<file path="src/avref_map.vh">
`ifndef AVREF_MAP_VH
`define AVREF_MAP_VH
// register offsets are word indexes, not byte addresses
`define AVREF_IDX_X_HIGH 8'h63
`define AVREF_IDX_X_LOW 8'h64
`define AVREF_IDX_Y_HIGH 8'h65
`define AVREF_IDX_Y_LOW 8'h66
`define AVREF_IDX_Z_HIGH 8'h67
`define AVREF_IDX_Z_LOW 8'h68
`define AVREF_IDX_CTRL 8'h70
`define AVREF_IDX_STATUS 8'h71
`define AVREF_HIGH_RESET 8'h00
`define AVREF_LOW_RESET 8'h00
`define AVREF_CTRL_RESET 8'h00
`define AVREF_HIGH_MSB 5
`define AVREF_CTRL_SELECT_BIT 0
`define AVREF_CTRL_SCALE_LSB 1
`define AVREF_CTRL_SCALE_MSB 2
`endif

</file>
<file path="src/avref_regs.v">
// Notes on behaviour
// - x reference built from high/low x registers
// - y reference built from high/low y registers
// - z reference built from high/low z registers
// - high register bits 5:0 give bits 13:8
// - low register gives bits 7:0
// - programmed values used when the select bit or selectOverride is one
// - lsb weight equals one output count
`timescale 1ns/1ps
`default_nettype none
`include "avref_map.vh"
module avref_regs #(
   parameter REF_WIDTH = 14,
   parameter OUT_WIDTH = 16
) (
   input wire clk,
   input wire rst,
   input wire [9:0] address,
   input wire read,
   input wire write,
   input wire [31:0] writedata,
   input wire [3:0] byteenable,
   output reg [31:0] readdata,
   output wire waitrequest,
   input wire signed [OUT_WIDTH-1:0] sampleRefX,
   input wire signed [OUT_WIDTH-1:0] sampleRefY,
   input wire signed [OUT_WIDTH-1:0] sampleRefZ,
   input wire selectOverride,
   output wire signed [OUT_WIDTH-1:0] refX,
   output wire signed [OUT_WIDTH-1:0] refY,
   output wire signed [OUT_WIDTH-1:0] refZ,
   output wire [1:0] fullScaleSelect,
   output wire refInitSelect
);
   reg [7:0] regFile_r [0:5];
   reg [7:0] ctrl_r;
   reg ack_r;
   wire [7:0] index;
   wire hit;
   wire [2:0] slot;
   wire [3*OUT_WIDTH-1:0] sampleBus;
   wire [3*OUT_WIDTH-1:0] refBus;
   reg [31:0] readdata_nxt;
   integer i;

   // byte address is four times the index
   assign index = address[9:2];
   assign hit = (index >= `AVREF_IDX_X_HIGH) && (index <= `AVREF_IDX_Z_LOW);
   assign slot = index[2:0] - 3'h3;
   // one wait cycle: accesses complete on the edge after ack_r rises
   assign waitrequest = (read | write) & ~ack_r;
   assign refInitSelect = ctrl_r[`AVREF_CTRL_SELECT_BIT] | selectOverride;
   assign fullScaleSelect =
      ctrl_r[`AVREF_CTRL_SCALE_MSB:`AVREF_CTRL_SCALE_LSB];

   always @(posedge clk) begin
      if (rst) begin
         ack_r <= 1'b0;
      end else begin
         ack_r <= (read | write) & ~ack_r;
      end
   end

   always @(posedge clk) begin
      if (rst) begin
         for (i = 0; i < 6; i = i + 1) begin
            if (i[0] == 1'b0) begin
               regFile_r[i] <= `AVREF_HIGH_RESET;
            end else begin
               regFile_r[i] <= `AVREF_LOW_RESET;
            end
         end
         ctrl_r <= `AVREF_CTRL_RESET;
      end else if (write && ack_r && byteenable[0]) begin
         if (hit) begin
            regFile_r[slot] <= writedata[7:0];
         end else if (index == `AVREF_IDX_CTRL) begin
            ctrl_r <= writedata[7:0];
         end
      end
   end

   always @* begin
      readdata_nxt = 32'h00000000;
      if (hit) begin
         readdata_nxt[7:0] = regFile_r[slot];
      end else if (index == `AVREF_IDX_CTRL) begin
         readdata_nxt[7:0] = ctrl_r;
      end else if (index == `AVREF_IDX_STATUS) begin
         readdata_nxt[0] = refInitSelect;
      end
   end

   // unmapped reads return zero, unmapped writes are dropped
   always @(posedge clk) begin
      if (rst) begin
         readdata <= 32'h00000000;
      end else if (read && !ack_r) begin
         readdata <= readdata_nxt;
      end
   end

   // high registers store all eight bits; only 5:0 feed the value
   assign sampleBus = {sampleRefZ, sampleRefY, sampleRefX};
   assign refX = refBus[OUT_WIDTH-1:0];
   assign refY = refBus[2*OUT_WIDTH-1:OUT_WIDTH];
   assign refZ = refBus[3*OUT_WIDTH-1:2*OUT_WIDTH];

   genvar g;
   generate
      for (g = 0; g < 3; g = g + 1) begin : axis
         avref_axis #(
            .REF_WIDTH(REF_WIDTH),
            .OUT_WIDTH(OUT_WIDTH)
         ) u_avref_axis (
            .highByte(regFile_r[2*g]),
            .lowByte(regFile_r[2*g+1]),
            .sampleRef(sampleBus[g*OUT_WIDTH +: OUT_WIDTH]),
            .initFromRegs(refInitSelect),
            .refValue(),
            .refWide(refBus[g*OUT_WIDTH +: OUT_WIDTH])
         );
      end
   endgenerate
endmodule
`default_nettype wire

</file>
<file path="src/avref_axis.v">
`timescale 1ns/1ps
`default_nettype none
`include "avref_map.vh"
module avref_axis #(
   parameter REF_WIDTH = 14,
   parameter OUT_WIDTH = 16
) (
   input wire [7:0] highByte,
   input wire [7:0] lowByte,
   input wire signed [OUT_WIDTH-1:0] sampleRef,
   input wire initFromRegs,
   output wire signed [REF_WIDTH-1:0] refValue,
   output wire signed [OUT_WIDTH-1:0] refWide
);
   wire signed [REF_WIDTH-1:0] progRef;
   wire signed [OUT_WIDTH-1:0] progWide;
   // upper six bits, then the low byte
   assign progRef = {highByte[`AVREF_HIGH_MSB:0], lowByte};
   // bit 13 is the sign; extend for wider arithmetic
   assign progWide = {{(OUT_WIDTH-REF_WIDTH){progRef[REF_WIDTH-1]}},
      progRef};
   assign refValue = progRef;
   // counts at the same weight as output data, so no rescale by range
   assign refWide = initFromRegs ? progWide : sampleRef;
endmodule
`default_nettype wire

</file>
<file path="config.mk">
export PLATFORM = sky130hd
export DESIGN_NAME = avref_regs
export DESIGN_NICKNAME = d
export VERILOG_FILES = /design/src/avref_regs.v /design/src/avref_axis.v
export VERILOG_INCLUDE_DIRS = /design/src
export SDC_FILE = /design/constraint.sdc
export NUM_CORES = 1
export LEC_CHECK = 0
export BUFFER_PORTS_ARGS = -buffer_cell sky130_fd_sc_hd__buf_2
export CAP_MARGIN = 20
export CORE_ASPECT_RATIO = 0.9
export CORE_MARGIN = 4
export CORE_UTILIZATION = 45
export DETAILED_ROUTE_END_ITERATION = 6
export PLACE_DENSITY = 0.71
export RECOVER_POWER = 50
export SYNTH_ARGS = -nofsm -noshare
export SYNTH_HDL_FRONTEND = slang
export SYNTH_HIERARCHICAL = 1
export SYNTH_SLANG_ARGS = --single-unit
export TNS_END_PERCENT = 100
</file>
<file path="constraint.sdc">
create_clock -name clk -period 3.23 [get_ports clk]
set_clock_uncertainty 0.1 [all_clocks]
set_input_delay 0.323 -clock clk [delete_from_list [all_inputs] [get_ports clk]]
set_output_delay 0.323 -clock clk [all_outputs]
set_load 0.01 [all_outputs]
</file>
==> summary.md <==
The tools report the number of slew-limit violations in the final report as 0. For this design the ratio of total power to cell area is 442 mW/mm^2. Counting cells, the worst reg-to-reg path comes to 3.

Timing would allow up to 0.363 GHz. Residual overflow from global routing: 0. The proportion of total power due to net switching is 0.251. After detailed routing, the average wire length per cell comes to 19.0 um.

The H-tree was split into 3 levels. The post-synthesis cell count was 380. The most frequent cell on the critical path is sky130_fd_sc_hd__clkbuf_1. The layout overhead on the synthesized area works out to 18.2%.

The largest individual stage delay along the critical path comes from the cell sky130_fd_sc_hd__ha_1. The floorplan step set the die width to 117 um. For the count of cells resized by post-cts repair, the log shows 0. Dividing the detail-routed via count by the number of cells gives 5.25. For this design the total switching power over the nets is 0.000627 W. The placer's final routability congestion estimate was 0.897.

The run gives 5 as the count of TritonRoute iterations in the first routing pass. The net count of the finished layout is 619. The worst setup path is launched from a primary input. In this run the deepest clock path goes through 2 buffers. The required time of the critical path was 3.10 ns. Via count: 3,421. For the worst-skew pair, the clock arrives at the later sink with an insertion delay of 0.33 ns.

The run gives 0.464 as the part of the power in registers. After synthesis, the mean cell area works out to 12.6 um^2. Setup slack on the worst reg-to-reg path comes out at 1.14 ns. The number of endpoints with negative hold slack in the final report was 0. For the via count of the first global-routing pass, the log shows 3,317. TritonCTS built the clock tree.

For the first-pass GRT wire length, the log shows 18.5 mm. STA classifies the critical path endpoint as a flip-flop. The initial DRC count came out at 231.

Entering global routing, the biggest net connects 26 pins. The finished cells cover 0.00564 mm^2. Setup repair after global routing left no endpoint under its margin. For the fraction of power consumed by the clock network, the log shows 0.379.

Share of power burned in combinational logic: 0.157. Cell internal power was estimated by the tool at 0.00187 W. The fraction of the cycle the final worst path needs came out at 0.852. The path class of the lowest-slack min-delay path was in2reg. The flow ran to the end, and the final reports show no timing, DRC or antenna violations.

For this design, the sink count on the clock tree is 81. The starting density of the core is 0.463. The run gives 183 as the top-level I/O count. Along the worst hold path, the cell count comes to 3. The logs give 0 for the setup-violating endpoint count in the final report and 35 for the number of placement rows. The summed instance area of the synthesized netlist is 0.00477 mm^2, and the synthesis warning total is 6. STA puts the critical path data arrival time at 2.62 ns. The largest driver fanout on the critical path was 14. After clock tree synthesis, the clock-pin slew on the worst setup and hold paths is 0.06 ns. The clock period minus final worst setup slack is 2.75 ns. The remaining max-slew budget at the tightest pin was 0.526. The worst setup path is of the in2reg kind. In the final timing run, aggregate negative setup slack is 0 ns. Traced cell by cell, the critical path runs through clkbuf_1, inv_1, ha_1, clkbuf_1, nor2_1, clkbuf_1, nand2_1, o21bai_1, clkbuf_1. The tree is rooted in a sky130_fd_sc_hd__clkbuf_16. For the half-perimeter wire length of the detailed placement result, the log shows 9.44 mm. In this run the remaining antenna-violating nets after routing total 0. The number of antenna violations at the first check in global routing was 0. The worst stage delay on the critical path was 0.51 ns; the number of antenna diodes was 0. The tools report the combined global-route utilization of all metal layers as 0.199. The tool flagged a number of max-cap violations equal to 0.

Fraction of layout instances using a drive strength above 1: 0.387. In this run the tool buffered the top-level ports with 129 buffer cells. In this run the cell area measured after placement is 0.00548 mm^2. The floorplan die height came out at 106 um.

In this run, post-CTS hold repair placed 0 buffers. After detailed routing, the number of remaining DRC violations is 0. The buffers inserted during post-CTS setup optimization is 0, and the total routed wirelength is 12.4 mm. The die covers 0.0123 mm^2. In this run, CTS created clock tree buffers numbering 9. The logs give 2.51 nW for the leakage power and 0.000247 V for the maximum vdd ir drop.

After filler insertion, the fill cell instance count of the layout stands at 902. The slew at the pin closest to its max-slew limit came out at 0.705 ns. Standard cell core area: 0.0103 mm^2.
==> critical path: cells and delay by family <==
family                     cells  cell delay [ns]
buffers and inverters          5             1.31
adders and majority gates      1             0.51
and+or+nand+nor                2             0.33
AOI/OAI and AO/OA              1             0.13
==> power groups by stage <==
stage / Sequential, W / Combinational, W / Clock, W
4_1_cts: 0.00116 / 0.000404 / 0.000957
6_report: 0.00116 / 0.000391 / 0.000945
3_3_place_gp: 0.00118 / 0.000394 / 0
3_5_place_dp: 0.00118 / 0.000402 / 0
5_1_grt: 0.00116 / 0.000423 / 0.000995
2_1_floorplan: 0.00117 / 0.000273 / 0
==> per-stage QoR <==
step           worst slack, ns   util  cells  total power [W]  hold slack [ns]
2_1_floorplan            0.565      -    403          0.00144            0.364
3_3_place_gp             0.701  0.533    635          0.00157            0.376
3_5_place_dp             0.598  0.533    635          0.00158            0.395
4_1_cts                  0.800  0.560    651          0.00252            0.214
5_1_grt                  0.357  0.548    651          0.00258            0.272
6_report                 0.479  0.548    651          0.00249            0.228
==> metal layers <==
layer	GRT usage	routed length, um	vias to the layer above
li1	-	-	1607
met1	0.265	5000	1651
met2	0.324	5980	147
met3	0.0471	1220	16
met4	0.0514	189	0
met5	0	0	-
==> registers in the layout (all words and copies together) (netlist names) <==
name / flops
readdata: 8
regFile_r: 64
ack_r: 1
ctrl_r: 8
==> final cells by class <==
class | instances | area [um^2] | area share
Timing Repair Buffer | 146 | 749 | 0.133
Clock inverter | 4 | 26.3 | 0.00466
Sequential cell | 81 | 2260 | 0.401
Multi-Input combinational cell | 274 | 2170 | 0.385
Clock buffer | 12 | 249 | 0.0442
Inverter | 5 | 18.8 | 0.00333
Tap cell | 129 | 161 | 0.0286
==> cells in the final DEF, fill, tap and decap left out, drive strengths merged, types with 3 or more instances in the layout <==
cell type and instances:
a22oi 5, nor3 4, a211oi 6, mux2i 28, nor2 16, a31o 7, mux2 53, dfxtp 17
nor4b 3, nand2 15, edfxtp 64, nand2b 3, clkbuf 33, nand3b 11, inv 7, buf 125
or2 6, and2 49, nor3b 10, a22o 8, conb 24, ha 3, nand3 8
==> worst paths after layout <==
check	from	endpoint
worst max-delay path	address[2]	regFile_r[5][3]
worst min-delay path	read	ack_r
worst max register to register	ack_r	regFile_r[3][1]
worst min register to register	ctrl_r[6]	ctrl_r[6]
No activity file was read; power rests on OpenSTA's default activity.
